[src/inc/usf_params.svh]
// Purpose: Register indices, field positions, reset values and timing counts
// Assumes: APB byte address is four times the register index
// Notes:   Header only, no logic
`ifndef USF_PARAMS_SVH
`define USF_PARAMS_SVH
////////////////////////////////////////////////////////////////////////////////
// Register indices (byte address = index * 4)
`define USF_IDX_CTRL    10'h0BA
`define USF_IDX_RXSTAT  10'h0BB
`define USF_IDX_CFG     10'h0BC
`define USF_IDX_TXBUF   10'h0BD
`define USF_IDX_RXBUF   10'h0BE
`define USF_IDX_BAUD    10'h0BF
////////////////////////////////////////////////////////////////////////////////
// serial_ctrl_status fields
`define USF_C_PEN      7
`define USF_C_PSELHI   6
`define USF_C_PSELLO   5
`define USF_C_LENHI    4
`define USF_C_LENLO    3
`define USF_C_ERR      2
`define USF_C_RX_BUFFER_FULL     1
`define USF_C_TX_BUFFER_EMPTY     0
// serial_rx_status fields
`define USF_R_OVR      7
`define USF_R_FE       6
`define USF_R_PE       5
`define USF_R_SPARE    4
`define USF_R_BIT9     3
`define USF_R_ATTENTION_MODE     2
`define USF_R_TXACT    1
`define USF_R_BRK      0
// serial_irq_clock_cfg fields
`define USF_G_TWO_STOP_BITS     7
`define USF_G_SHORT_LAST_STOP    6
`define USF_G_TXEN     5
`define USF_G_SSEL     4
`define USF_G_RX_EXT_CLOCK_SEL    3
`define USF_G_TX_EXT_CLOCK_SEL    2
`define USF_G_ERI      1
`define USF_G_ETI      0
////////////////////////////////////////////////////////////////////////////////
// Reset values
`define USF_CTRL_RST   5'h00
`define USF_CFG_RST    8'h00
`define USF_BAUD_RST   16'h0000
////////////////////////////////////////////////////////////////////////////////
// Timing in oversampling ticks (async bit time is sixteen ticks)
`define USF_OS_BIT     5'h10
`define USF_OS_HALF    5'h08
`define USF_OS_SHORT   5'h0E
`endif

[src/inc/usf_pkg.sv]
// Purpose: Shared types and parity helper
// Assumes: Nothing beyond the params header
// Notes:   Parity helper serves both transmit and receive paths
package usf_pkg;
  typedef enum logic [1:0] {RX_IDLE, RX_START, RX_BITS} usf_rx_state_t;

  // Select 00 odd, 01 even, 10 mark, 11 space; seven-bit mode ignores bit 7
  function automatic logic usf_parity(input logic [7:0] d, input logic n7,
                                      input logic [1:0] sel);
    logic p;
    p = ^(n7 ? {1'b0, d[6:0]} : d);
    case (sel)
      2'h0:    usf_parity = ~p;
      2'h1:    usf_parity = p;
      2'h2:    usf_parity = 1'b1;
      default: usf_parity = 1'b0;
    endcase
  endfunction
endpackage

[src/hw/usf_core.sv]
// Purpose: Serial transceiver with APB registers, framing and status flags
// Assumes: APB3 slave, one wait state; serial pins asynchronous to SYS_CLK
// Notes:   Baud divisor gives the 16x tick; zero stops the internal clock
//
// Notes on behaviour
// parity_enable turns parity on, only for seven and eight bit frames
// parity select 00 odd, 01 even, 10 mark, 11 space
// lo=1 hi=0: start, seven data, optional parity, stop bits
// both zero: start, eight data, optional parity, stop bits
// hi=1 lo=0: nine data, no parity; ninth from tx_ninth_bit to rx_ninth_bit
// both one: loopback, transmitter feeds receiver, nine bit frame
// two_stop_bits selects one or two transmitted stop bits
// short_last_stop makes the final stop bit seven eighths long
// any_error_flag high when overrun, framing or parity flag is set
// received character moves to holding buffer, sets full; buffer read clears it
// tx_buffer_empty set on reset and on transfer, cleared by buffer write
// error flags latch, cleared by status register read and reset
// attention_mode set by software, cleared on receiving ninth bit one
// tx_active high while sending, low after last stop bit
// rx_break_flag set by framing error, cleared when receive line high
// asynchronous mode uses clock at sixteen times the bit rate
// synchronous mode: drive on rising edge, sample on falling edge
// receiver and transmitter each pick internal or external clock
// transmit pin carries serial data only when tx_pin_enable set
// receiver checks start bit at half bit, then samples mid-bit
// finished shifter reloads from holding buffer for double buffering
// rx and tx interrupt enables gate requests, cleared on reset
// tx interrupt pending while buffer empty and enabled
// rx interrupt pending while buffer full and enabled
// receiver needs only one stop bit
// framing on low stop, parity on mismatch, overrun when buffer still full
`timescale 1ns/10ps
`include "usf_params.svh"
module usf_core import usf_pkg::*; (
  input  wire logic        SYS_CLK,
  input  wire logic        RST,
  input  wire logic        PSEL,
  input  wire logic        PENABLE,
  input  wire logic        PWRITE,
  input  wire logic [11:0] PADDR,
  input  wire logic [31:0] PWDATA,
  output logic      [31:0] PRDATA,
  output logic             PREADY,
  output logic             PSLVERR,
  input  wire logic        SERIAL_RX_PIN,
  output logic             SERIAL_TX_PIN,
  output logic             SERIAL_TX_OE_N,
  input  wire logic        EXT_CLOCK_IN,
  output logic             EXT_CLOCK_OUT,
  output logic             EXT_CLOCK_OE_N,
  output logic             TX_IRQ,
  output logic             RX_IRQ
);

  ////////////////////////////////////////////////////////////////////////////
  // Registers and flags
  logic [4:0]  ctrl_r;
  logic [7:0]  cfg_r;
  logic [15:0] baud_r;
  logic [7:0]  txbuf_r;
  logic [7:0]  rxbuf_r;
  logic        rx_ninth_bit_r;
  logic        tx_buffer_empty_r;
  logic        rx_buffer_full_r;
  logic        ovr_r;
  logic        fe_r;
  logic        pe_r;
  logic        spare_r;
  logic        attention_mode_r;
  logic        txact_r;
  logic        brk_r;

  ////////////////////////////////////////////////////////////////////////////
  // APB decode; one wait state so every answer comes from a flop
  logic        acc;
  logic        wr;
  logic        rd;
  logic        hit;
  logic [7:0]  rd_val;
  logic [15:0] rd_wide;
  logic        rd_stat_r;

  assign acc = PSEL & PENABLE & PREADY;
  assign wr  = acc & PWRITE;
  assign rd  = acc & ~PWRITE;

  function automatic logic at(input logic [11:0] a, input logic [9:0] idx);
    at = (a[11:2] == idx) && (a[1:0] == 2'h0);
  endfunction

  always_comb begin
    hit     = 1'b1;
    rd_val  = 8'h00;
    rd_wide = 16'h0000;
    // global error bit
    if (at(PADDR, `USF_IDX_CTRL)) begin
      rd_val = {ctrl_r, ovr_r | fe_r | pe_r, rx_buffer_full_r, tx_buffer_empty_r};
    end else if (at(PADDR, `USF_IDX_RXSTAT)) begin
      rd_val = {ovr_r, fe_r, pe_r, spare_r, rx_ninth_bit_r, attention_mode_r, txact_r, brk_r};
    end else if (at(PADDR, `USF_IDX_CFG)) begin
      rd_val = cfg_r;
    end else if (at(PADDR, `USF_IDX_TXBUF)) begin
      rd_val = txbuf_r;
    end else if (at(PADDR, `USF_IDX_RXBUF)) begin
      rd_val = rxbuf_r;
    end else if (at(PADDR, `USF_IDX_BAUD)) begin
      rd_wide = baud_r;
    end else begin
      hit = 1'b0;
    end
  end

  always_ff @(posedge SYS_CLK) begin
    if (RST) begin
      PREADY    <= 1'b0;
      PRDATA    <= 32'h00000000;
      PSLVERR   <= 1'b0;
      rd_stat_r <= 1'b0;
    end else begin
      PREADY  <= PSEL & PENABLE & ~PREADY;
      PSLVERR <= PSEL & PENABLE & ~PREADY & ~hit;
      if (PSEL && PENABLE && !PREADY) begin
        PRDATA    <= {16'h0000, rd_wide | {8'h00, rd_val}};
        rd_stat_r <= at(PADDR, `USF_IDX_RXSTAT);
      end
    end
  end

  logic wr_ctrl;
  logic wr_stat;
  logic wr_txb;
  logic rd_rxb;
  logic rd_stat;
  assign wr_ctrl = wr & at(PADDR, `USF_IDX_CTRL);
  assign wr_stat = wr & at(PADDR, `USF_IDX_RXSTAT);
  assign wr_txb  = wr & at(PADDR, `USF_IDX_TXBUF);
  assign rd_rxb  = rd & at(PADDR, `USF_IDX_RXBUF);
  assign rd_stat = rd & rd_stat_r;

  // enables reset to zero
  always_ff @(posedge SYS_CLK) begin
    if (RST) begin
      ctrl_r  <= `USF_CTRL_RST;
      cfg_r   <= `USF_CFG_RST;
      baud_r  <= `USF_BAUD_RST;
      txbuf_r <= 8'h00;
      spare_r <= 1'b0;
    end else begin
      if (wr_ctrl) begin
        ctrl_r <= PWDATA[7:3];
      end
      if (wr && at(PADDR, `USF_IDX_CFG)) begin
        cfg_r <= PWDATA[7:0];
      end
      if (wr && at(PADDR, `USF_IDX_BAUD)) begin
        baud_r <= PWDATA[15:0];
      end
      if (wr_txb) begin
        txbuf_r <= PWDATA[7:0];
      end
      if (wr_stat) begin
        spare_r <= PWDATA[`USF_R_SPARE];
      end
    end
  end

  ////////////////////////////////////////////////////////////////////////////
  // Frame format
  logic       parity_enable;
  logic [1:0] psel;
  logic       nine;
  logic       n7;
  logic       loop;
  logic       par_on;
  logic [3:0] nd;
  logic       two_stop_bits;
  logic       short_last_stop;
  logic       ssel;
  logic       xr;
  logic       xt;

  assign parity_enable   = ctrl_r[`USF_C_PEN - 3];
  assign psel  = ctrl_r[`USF_C_PSELHI - 3 -: 2];
  assign nine  = ctrl_r[`USF_C_LENHI - 3];
  assign n7    = ctrl_r[`USF_C_LENLO - 3] & ~nine;
  assign loop  = ctrl_r[`USF_C_LENHI - 3] & ctrl_r[`USF_C_LENLO - 3];
  assign two_stop_bits  = cfg_r[`USF_G_TWO_STOP_BITS];
  assign short_last_stop = cfg_r[`USF_G_SHORT_LAST_STOP];
  assign ssel  = cfg_r[`USF_G_SSEL];
  assign xr    = cfg_r[`USF_G_RX_EXT_CLOCK_SEL];
  assign xt    = cfg_r[`USF_G_TX_EXT_CLOCK_SEL];
  // parity only without ninth bit
  assign par_on = parity_enable & ~nine;
  // data bit count
  assign nd = nine ? 4'h9 : (n7 ? 4'h7 : 4'h8);

  ////////////////////////////////////////////////////////////////////////////
  // Clock sources; pins pass two flops, third flop only finds edges
  logic [15:0] div_r;
  logic        int_tick;
  logic        int_clk_r;
  logic        ck_s1;
  logic        ck_s2;
  logic        ck_s3;
  logic        rx_s1;
  logic        rx_s2;

  assign int_tick = (baud_r != 16'h0000) && (div_r == baud_r - 16'h0001);

  always_ff @(posedge SYS_CLK) begin
    if (RST) begin
      div_r     <= 16'h0000;
      int_clk_r <= 1'b0;
    end else begin
      div_r <= int_tick || baud_r == 16'h0000 ? 16'h0000 : div_r + 16'h0001;
      if (int_tick) begin
        int_clk_r <= ~int_clk_r;
      end
    end
  end

  always_ff @(posedge SYS_CLK) begin
    if (RST) begin
      {ck_s1, ck_s2, ck_s3} <= 3'h0;
      {rx_s1, rx_s2}        <= 2'h3;
    end else begin
      {ck_s1, ck_s2, ck_s3} <= {EXT_CLOCK_IN, ck_s1, ck_s2};
      {rx_s1, rx_s2}        <= {SERIAL_RX_PIN, rx_s1};
    end
  end

  logic ck_rise;
  logic ck_fall;
  logic int_rise;
  logic int_fall;
  logic tx_tick;
  logic rx_tick;
  assign ck_rise  = ck_s2 & ~ck_s3;
  assign ck_fall  = ~ck_s2 & ck_s3;
  assign int_rise = int_tick & ~int_clk_r;
  assign int_fall = int_tick & int_clk_r;

  // per-direction source and edge
  always_comb begin
    if (ssel) begin
      tx_tick = xt ? ck_rise : int_rise;
      rx_tick = xr ? ck_fall : int_fall;
    end else begin
      tx_tick = xt ? ck_rise : int_tick;
      rx_tick = xr ? ck_rise : int_tick;
    end
  end

  ////////////////////////////////////////////////////////////////////////////
  // Transmit path
  logic        tx_busy;
  logic        txd;
  logic        tx_load;
  logic [12:0] frame;
  logic [3:0]  tx_nbits;
  logic [3:0]  pidx;

  // reload when shifter idle
  assign tx_load = ~tx_buffer_empty_r & ~tx_busy;
  assign pidx    = nd + 4'h1;

  // frame bits, LSB first
  always_comb begin
    frame    = 13'h1FFF;
    frame[0] = 1'b0;
    for (int i = 0; i < 8; i++) begin
      if (i < int'(nd)) begin
        frame[i + 1] = txbuf_r[i];
      end
    end
    if (nine) begin
      frame[9] = ctrl_r[`USF_C_PSELLO - 3];
    end else if (par_on) begin
      frame[pidx] = usf_parity(txbuf_r, n7, psel);
    end
    tx_nbits = nd + {3'h0, par_on} + {3'h0, two_stop_bits} + 4'h2;
  end

  usf_tx u_tx (
    .clk        (SYS_CLK),
    .rst        (RST),
    .load       (tx_load),
    .frame      (frame),
    .nbits      (tx_nbits),
    .short_last (short_last_stop),
    .tick       (tx_tick),
    .os16       (~ssel),
    .busy       (tx_busy),
    .txd        (txd)
  );

  // empty flag; transfer wins over a buffer write in the same cycle
  always_ff @(posedge SYS_CLK) begin
    if (RST) begin
      tx_buffer_empty_r <= 1'b1;
    end else if (tx_load) begin
      tx_buffer_empty_r <= 1'b1;
    end else if (wr_txb) begin
      tx_buffer_empty_r <= 1'b0;
    end
  end

  ////////////////////////////////////////////////////////////////////////////
  // Receive path
  logic        rx_line;
  logic [10:0] rx_bits;
  logic        rx_done;
  logic [3:0]  nrx;
  logic [7:0]  rx_data;
  logic        rx_stop;
  logic        ev_fe;
  logic        ev_pe;
  logic        ev_ovr;

  // internal loopback
  assign rx_line = loop ? txd : rx_s2;
  assign nrx     = nd + {3'h0, par_on} + 4'h1;
  assign rx_data = n7 ? {1'b0, rx_bits[6:0]} : rx_bits[7:0];
  assign rx_stop = rx_bits[nd + {3'h0, par_on}];

  usf_rx u_rx (
    .clk  (SYS_CLK),
    .rst  (RST),
    .rxd  (rx_line),
    .tick (rx_tick),
    .os16 (~ssel),
    .nrx  (nrx),
    .bits (rx_bits),
    .done (rx_done)
  );

  // error events
  assign ev_fe  = rx_done & ~rx_stop;
  assign ev_pe  = rx_done & par_on & (rx_bits[nd] != usf_parity(rx_data, n7, psel));
  assign ev_ovr = rx_done & rx_buffer_full_r & ~rd_rxb;

  // holding buffer and full flag, set wins
  always_ff @(posedge SYS_CLK) begin
    if (RST) begin
      rxbuf_r <= 8'h00;
      rx_ninth_bit_r <= 1'b0;
      rx_buffer_full_r  <= 1'b0;
    end else begin
      if (rx_done) begin
        rxbuf_r <= rx_data;
        rx_ninth_bit_r <= nine & rx_bits[8];
      end
      rx_buffer_full_r <= rx_done | (rx_buffer_full_r & ~rd_rxb);
    end
  end

  // sticky errors; read clears only what the read showed
  always_ff @(posedge SYS_CLK) begin
    if (RST) begin
      ovr_r <= 1'b0;
      fe_r  <= 1'b0;
      pe_r  <= 1'b0;
    end else begin
      ovr_r <= ev_ovr | (ovr_r & ~(rd_stat & PRDATA[`USF_R_OVR]));
      fe_r  <= ev_fe | (fe_r & ~(rd_stat & PRDATA[`USF_R_FE]));
      pe_r  <= ev_pe | (pe_r & ~(rd_stat & PRDATA[`USF_R_PE]));
    end
  end

  // attention and break flags
  always_ff @(posedge SYS_CLK) begin
    if (RST) begin
      attention_mode_r <= 1'b0;
      brk_r  <= 1'b0;
    end else begin
      if (rx_done && nine && rx_bits[8]) begin
        attention_mode_r <= 1'b0;
      end else if (wr_stat) begin
        attention_mode_r <= PWDATA[`USF_R_ATTENTION_MODE];
      end
      brk_r <= ev_fe | (brk_r & ~rx_s2);
    end
  end

  ////////////////////////////////////////////////////////////////////////////
  // Pins and requests, all from flops
  always_ff @(posedge SYS_CLK) begin
    if (RST) begin
      txact_r        <= 1'b0;
      SERIAL_TX_PIN  <= 1'b1;
      SERIAL_TX_OE_N <= 1'b1;
      EXT_CLOCK_OUT  <= 1'b0;
      EXT_CLOCK_OE_N <= 1'b1;
      TX_IRQ         <= 1'b0;
      RX_IRQ         <= 1'b0;
    end else begin
      // active until last stop ends
      txact_r        <= tx_busy | ~tx_buffer_empty_r;
      // pin released when disabled
      SERIAL_TX_PIN  <= txd;
      SERIAL_TX_OE_N <= ~cfg_r[`USF_G_TXEN];
      // Internal sync clock is driven out only when nobody uses the pin as input
      EXT_CLOCK_OUT  <= int_clk_r;
      EXT_CLOCK_OE_N <= ~(ssel & ~xr & ~xt);
      // pending levels
      TX_IRQ         <= tx_buffer_empty_r & cfg_r[`USF_G_ETI];
      RX_IRQ         <= rx_buffer_full_r & cfg_r[`USF_G_ERI];
    end
  end
endmodule

[src/hw/usf_tx.sv]
// Purpose: Transmit shifter for a prebuilt frame, LSB first
// Assumes: tick is one cycle; os16 selects sixteen ticks per bit
// Notes:   Line idles high; busy drops at the end of the last stop bit
`timescale 1ns/10ps
`include "usf_params.svh"
module usf_tx import usf_pkg::*; (
  input  wire logic        clk,
  input  wire logic        rst,
  input  wire logic        load,
  input  wire logic [12:0] frame,
  input  wire logic [3:0]  nbits,
  input  wire logic        short_last,
  input  wire logic        tick,
  input  wire logic        os16,
  output logic             busy,
  output logic             txd
);
  logic [12:0] sh_r;
  logic [3:0]  left_r;
  logic [4:0]  ph_r;
  logic [4:0]  len;

  // short final stop
  always_comb begin
    len = 5'h01;
    if (os16) begin
      len = (short_last && left_r == 4'h1) ? `USF_OS_SHORT : `USF_OS_BIT;
    end
  end

  always_ff @(posedge clk) begin
    if (rst) begin
      sh_r   <= 13'h1FFF;
      left_r <= 4'h0;
      ph_r   <= 5'h00;
      busy   <= 1'b0;
    end else if (load) begin
      sh_r   <= frame;
      left_r <= nbits;
      ph_r   <= 5'h00;
      busy   <= 1'b1;
    end else if (busy && tick) begin
      if (ph_r == len - 5'h01) begin
        ph_r   <= 5'h00;
        sh_r   <= {1'b1, sh_r[12:1]};
        left_r <= left_r - 4'h1;
        if (left_r == 4'h1) begin
          busy <= 1'b0;
        end
      end else begin
        ph_r <= ph_r + 5'h01;
      end
    end
  end

  assign txd = sh_r[0];
endmodule

[src/hw/usf_rx.sv]
// Purpose: Receive sampler; start check when os16 is set, then one sample per bit
// Assumes: rxd already synchronised; tick one cycle
// Notes:   Only one stop bit is sampled; bits[] holds data, parity, stop
`timescale 1ns/10ps
`include "usf_params.svh"
module usf_rx import usf_pkg::*; (
  input  wire logic       clk,
  input  wire logic       rst,
  input  wire logic       rxd,
  input  wire logic       tick,
  input  wire logic       os16,
  input  wire logic [3:0] nrx,
  output logic [10:0]     bits,
  output logic            done
);
  usf_rx_state_t st_r;
  logic [4:0]    ph_r;
  logic [3:0]    idx_r;

  always_ff @(posedge clk) begin
    if (rst) begin
      st_r  <= RX_IDLE;
      ph_r  <= 5'h00;
      idx_r <= 4'h0;
      bits  <= 11'h000;
      done  <= 1'b0;
    end else begin
      done <= 1'b0;
      if (tick) begin
        case (st_r)
          RX_IDLE: begin
            ph_r  <= 5'h00;
            idx_r <= 4'h0;
            if (!rxd) begin
              st_r <= os16 ? RX_START : RX_BITS;
            end
          end
          // half-bit recheck
          RX_START: begin
            if (ph_r == `USF_OS_HALF - 5'h02) begin
              ph_r <= 5'h00;
              st_r <= rxd ? RX_IDLE : RX_BITS;
            end else begin
              ph_r <= ph_r + 5'h01;
            end
          end
          // single stop sampled
          RX_BITS: begin
            if (!os16 || ph_r == `USF_OS_BIT - 5'h01) begin
              ph_r        <= 5'h00;
              bits[idx_r] <= rxd;
              idx_r       <= idx_r + 4'h1;
              if (idx_r == nrx - 4'h1) begin
                done <= 1'b1;
                st_r <= RX_IDLE;
              end
            end else begin
              ph_r <= ph_r + 5'h01;
            end
          end
          default: st_r <= RX_IDLE;
        endcase
      end
    end
  end
endmodule

[config.mk]
export PLATFORM = sky130hd
export DESIGN_NAME = usf_core
export DESIGN_NICKNAME = d
export VERILOG_FILES = /design/src/inc/usf_pkg.sv /design/src/hw/usf_core.sv /design/src/hw/usf_tx.sv /design/src/hw/usf_rx.sv
export VERILOG_INCLUDE_DIRS = /design/src /design/src/inc
export SDC_FILE = /design/constraint.sdc
export NUM_CORES = 1
export LEC_CHECK = 0
export CELL_PAD_IN_SITES_DETAIL_PLACEMENT = 1
export CELL_PAD_IN_SITES_GLOBAL_PLACEMENT = 1
export CORE_MARGIN = 3
export CORE_UTILIZATION = 40
export DETAILED_ROUTE_END_ITERATION = 16
export DONT_BUFFER_PORTS = 1
export PLACE_DENSITY_LB_ADDON = 0.1
export SYNTH_ARGS = -nofsm -noshare
export SYNTH_HDL_FRONTEND = slang
export SYNTH_SLANG_ARGS = --single-unit
[constraint.sdc]
create_clock -name SYS_CLK -period 4 [get_ports SYS_CLK]
set_input_delay 0.4 -clock SYS_CLK [delete_from_list [all_inputs] [get_ports SYS_CLK]]
set_output_delay 0.4 -clock SYS_CLK [all_outputs]
set_load 0.05 [all_outputs]
==> run summary <==
- portion of the post-synthesis area used by sequential elements: 0.390
- Critical-path top delay cell: sky130_fd_sc_hd__or4b_4
- Max Clock Skew: 0.0122 ns
- GRT overflow: 0
- unique cell type count in the Yosys netlist: 67
- Post-CTS Resized: 0
- prevailing post-synth register cell: sky130_fd_sc_hd__dfxtp_1
- count of endpoints failing setup in the final report: 0
- biggest area contributors in the synthesized netlist: sky130_fd_sc_hd__dfxtp_1 (39%), sky130_fd_sc_hd__mux2i_1 (5.7%), sky130_fd_sc_hd__nor2_1 (4.5%)
- number of global-route vias before repair: 6535
- commonest non-fill, non-tap cell in the layout: sky130_fd_sc_hd__dfxtp_1
- routed vias: 6334
- total routing resource utilization after global routing: 0.217
- width of the die: 144 um
- crit path DAT: 3.90 ns
- fraction of synthesis flops using an asynchronous set or reset pin: 0
- slowest stage delay, CP: 0.53 ns
- type of the worst setup path: flip-flop to flip-flop
- first-pass GRT wire length: 35000 um
- cts bufs inserted: 17
- Max Slew Vio Count: 0
- leakage power summed over all cells: 2.96 nW
- root buffer cell: sky130_fd_sc_hd__clkbuf_16
- category of the worst setup path capture point: flip-flop
- number of H-tree branching levels: 4
- Net count, final: 943
- Slew Limit Headroom: 0.338
- number of nets with antenna violations after routing: 0
- sort of element at the start of the critical path: flip-flop
- worst hold endpoint: ck_s1$_SDFF_PP0_
- Reg2Reg Capture Point: u_tx.ph_r[3]$_SDFFE_PP0P_
- area of the placeable core: 0.0183 mm^2
- average cell area after synthesis: 8.49 um^2
- area of placed instances: 0.00771 mm^2
- buffers added on ports: 0
- IO Count: 91
- Total Neg Setup Slack: 0 ns
- worst path required time: 4.32 ns
- final hold viol count: 0
- outcome: completed
- hold depth: 1
- TritonCTS clock tree: yes
- mean number of vias per cell: 5.70
- Routed WL per cell: 19.9 um
- number of instances in the placed design: 1081
- worst slack at placement: 0.428 ns
- die area: 0.0207 mm^2
- power density cells: 386 mW/mm^2
- number of hold buffers added after cts: 0
- Tightest Pin Transition: 0.989 ns
- number of detailed-route iterations in the first pass: 5
- biggest area consumer among synthesized cells: sky130_fd_sc_hd__dfxtp_1
- number of setup buffers added after CTS: 0
- Clock Path Buffers: 2
- Rows: 49
- post-synthesis sequential element count: 148
- initial antenna violation count: 0
- cells along the critical path: inv_1 -> ha_1 -> or4b_1 -> or3_1 -> or4b_4 -> a221oi_2 -> nand4_1 -> a21oi_2 -> o21ai_0 -> a32o_1
- startpoint of the most critical hold path: RST
- CP max FO: 6
- Reg clk slew, reported paths: 0.06 ns
- reg-to-reg slack, setup: 0.42 ns
- maximum operating frequency: 279 MHz
- effective utilization at floorplan: 0.414
- area of all placed cells without fillers: 0.00830 mm^2
- number of clock sinks: 148
- Synth-to-Final Area Change: 9.22%
- time the final worst path needs with I/O delays and setup: 3.58 ns
- unrepaired setup endpoints after global routing: no
- number of enable flip-flop cells after synthesis: 0
- post-synthesis cell area: 0.00760 mm^2
- number of max-cap violations: 0
- area fraction of the dominant cell type after synthesis: 0.390
- highest-count cells in the layout ignoring fill and taps: sky130_fd_sc_hd__dfxtp_1 (148), sky130_fd_sc_hd__nor2_1 (91), sky130_fd_sc_hd__nand2_1 (80)
- insertion delay of the later-clocked pin in the worst-skew pair: 0.43 ns
- remaining design rule violation count: 0
- setup slack after layout: 0.416 ns
- Routability Congestion: 0.818
- largest net degree at the start of global routing: 137
- Hold Crit Class: input pin to flip-flop
- Max rail drop VDD: 0.284 mV
- fraction of final layout cells with drive strength greater than 1: 0.0726
- share of the cycle needed by the critical path after routing: 0.896
- post-detail-place hpwl: 15900 um
- diode count: 0
- R2R cell count: 10
- launch point of the worst reg-to-reg path: baud_r[1]$_SDFFE_PP0P_
- Ys Warns: 0
- Chip Height: 144 um
- synthesized instance count: 895
- initial drt markers: 346
- aggregate routed wire length: 22100 um
- final cell count without fillers: 1111
## per-layer routing
layer	share of wire	wire length, um	vias to the layer above	GRT usage
met5	0	0	-	0
met2	0.48	10500	101	0.359
met3	0.036	805	32	0.0456
li1	-	-	3088	-
met1	0.47	10300	3113	0.282
met4	0.020	449	0	0.0733
## sequential cells by signal, indices dropped and copies added, names as in the netlist, 2 cells and up
| signal | cells |
|---|---|
| u_rx.ph_r | 5 |
| PRDATA | 16 |
| div_r | 16 |
| txbuf_r | 8 |
| u_rx.bits | 11 |
| rxbuf_r | 8 |
| u_tx.ph_r | 5 |
| u_tx.left_r | 4 |
| u_tx.sh_r | 13 |
| u_rx.st_r | 2 |
| baud_r | 16 |
| cfg_r | 8 |
| ctrl_r | 5 |
| u_rx.idx_r | 4 |
## metrics by stage
stage	power (mW)	hold slack, ns	utilization
6_report	3.21	0.0511	0.453
5_1_grt	3.32	0.0312	0.453
4_1_cts	3.24	0.0287	0.453
3_5_place_dp	1.61	0.409	0.420
3_3_place_gp	1.61	0.394	0.420
2_1_floorplan	1.63	0.382	-
## worst max-delay path by stage
| stage | to | slack [ns] | from |
|---|---|---|---|
| CTS | u_tx.ph_r[3]$_SDFFE_PP0P_ | 0.40 | baud_r[0]$_SDFFE_PP0P_ |
| global placement | u_tx.sh_r[0]$_SDFFE_PP1P_ | 0.47 | baud_r[0]$_SDFFE_PP0P_ |
| detailed placement | u_tx.ph_r[3]$_SDFFE_PP0P_ | 0.43 | baud_r[0]$_SDFFE_PP0P_ |
| finish | u_tx.ph_r[3]$_SDFFE_PP0P_ | 0.42 | baud_r[1]$_SDFFE_PP0P_ |
| floorplan | u_rx.st_r[0]$_SDFFE_PP0P_ | 0.46 | baud_r[0]$_SDFFE_PP0P_ |
| global route | u_rx.idx_r[2]$_SDFFE_PP0P_ | 0.17 | baud_r[1]$_SDFFE_PP0P_ |
## power breakdown
part / leakage (nW) / total (mW) / switching (mW) / internal, mW
combinational: 1.48 / 0.0697 / 0.0548 / 0.0149
clock: 0.289 / 1.63 / 0.627 / 1.01
sequential: 1.19 / 1.50 / 0.0233 / 1.48
total: 2.96 / 3.21 / 0.705 / 2.50
## synth_stat cells (14+ instances only)
cell and number:
sky130_fd_sc_hd__clkbuf_1 44, sky130_fd_sc_hd__nor2b_1 19, sky130_fd_sc_hd__a22oi_1 15, sky130_fd_sc_hd__mux2i_1 43
sky130_fd_sc_hd__nor2_1 91, sky130_fd_sc_hd__or3_1 14, sky130_fd_sc_hd__dfxtp_1 148, sky130_fd_sc_hd__o21ai_0 29
sky130_fd_sc_hd__nand2_1 80, sky130_fd_sc_hd__nor3_1 23, sky130_fd_sc_hd__nand3_1 41, sky130_fd_sc_hd__xnor2_1 36
sky130_fd_sc_hd__inv_1 21, sky130_fd_sc_hd__ha_1 20, sky130_fd_sc_hd__a21oi_1 68, sky130_fd_sc_hd__xor2_1 21
sky130_fd_sc_hd__buf_4 16
## logic make-up (layout without fill, tap and decap cells)
logic type | after synthesis | after routing | synth area share
AND/OR/NAND/NOR | 349 | 349 | 0.231
AO/OA/AOI/OAI | 178 | 178 | 0.150
flip-flops | 148 | 148 | 0.390
buffers and inverters | 93 | 65 | 0.0573
XOR/XNOR | 58 | 58 | 0.0687
multiplexers | 47 | 47 | 0.0670
adder cells (fa/ha/maj) | 21 | 21 | 0.0356
other | 1 | 16 | 0.000494
## cell type report
| type | count | area, um^2 |
|---|---|---|
| clock buffers | 21 | 460 |
| clock inverters | 9 | 130 |
| fillers | 2136 | 10000 |
| inverters | 21 | 78.8 |
| multi-input cells | 669 | 4260 |
| flip-flops and latches | 148 | 2960 |
| well taps | 229 | 287 |
| repair buffers | 14 | 118 |
## critical path: cells and delay by family, from the launching register on
kind / cells / cell delay [ns]
AO/OA/AOI/OAI: 4 / 1.15
adder cells (fa/ha/maj): 1 / 0.24
buffers and inverters: 1 / 0.05
flip-flops: 1 / 0.31
AND/OR/NAND/NOR: 4 / 1.72
Power figures use the tool's default switching activity.
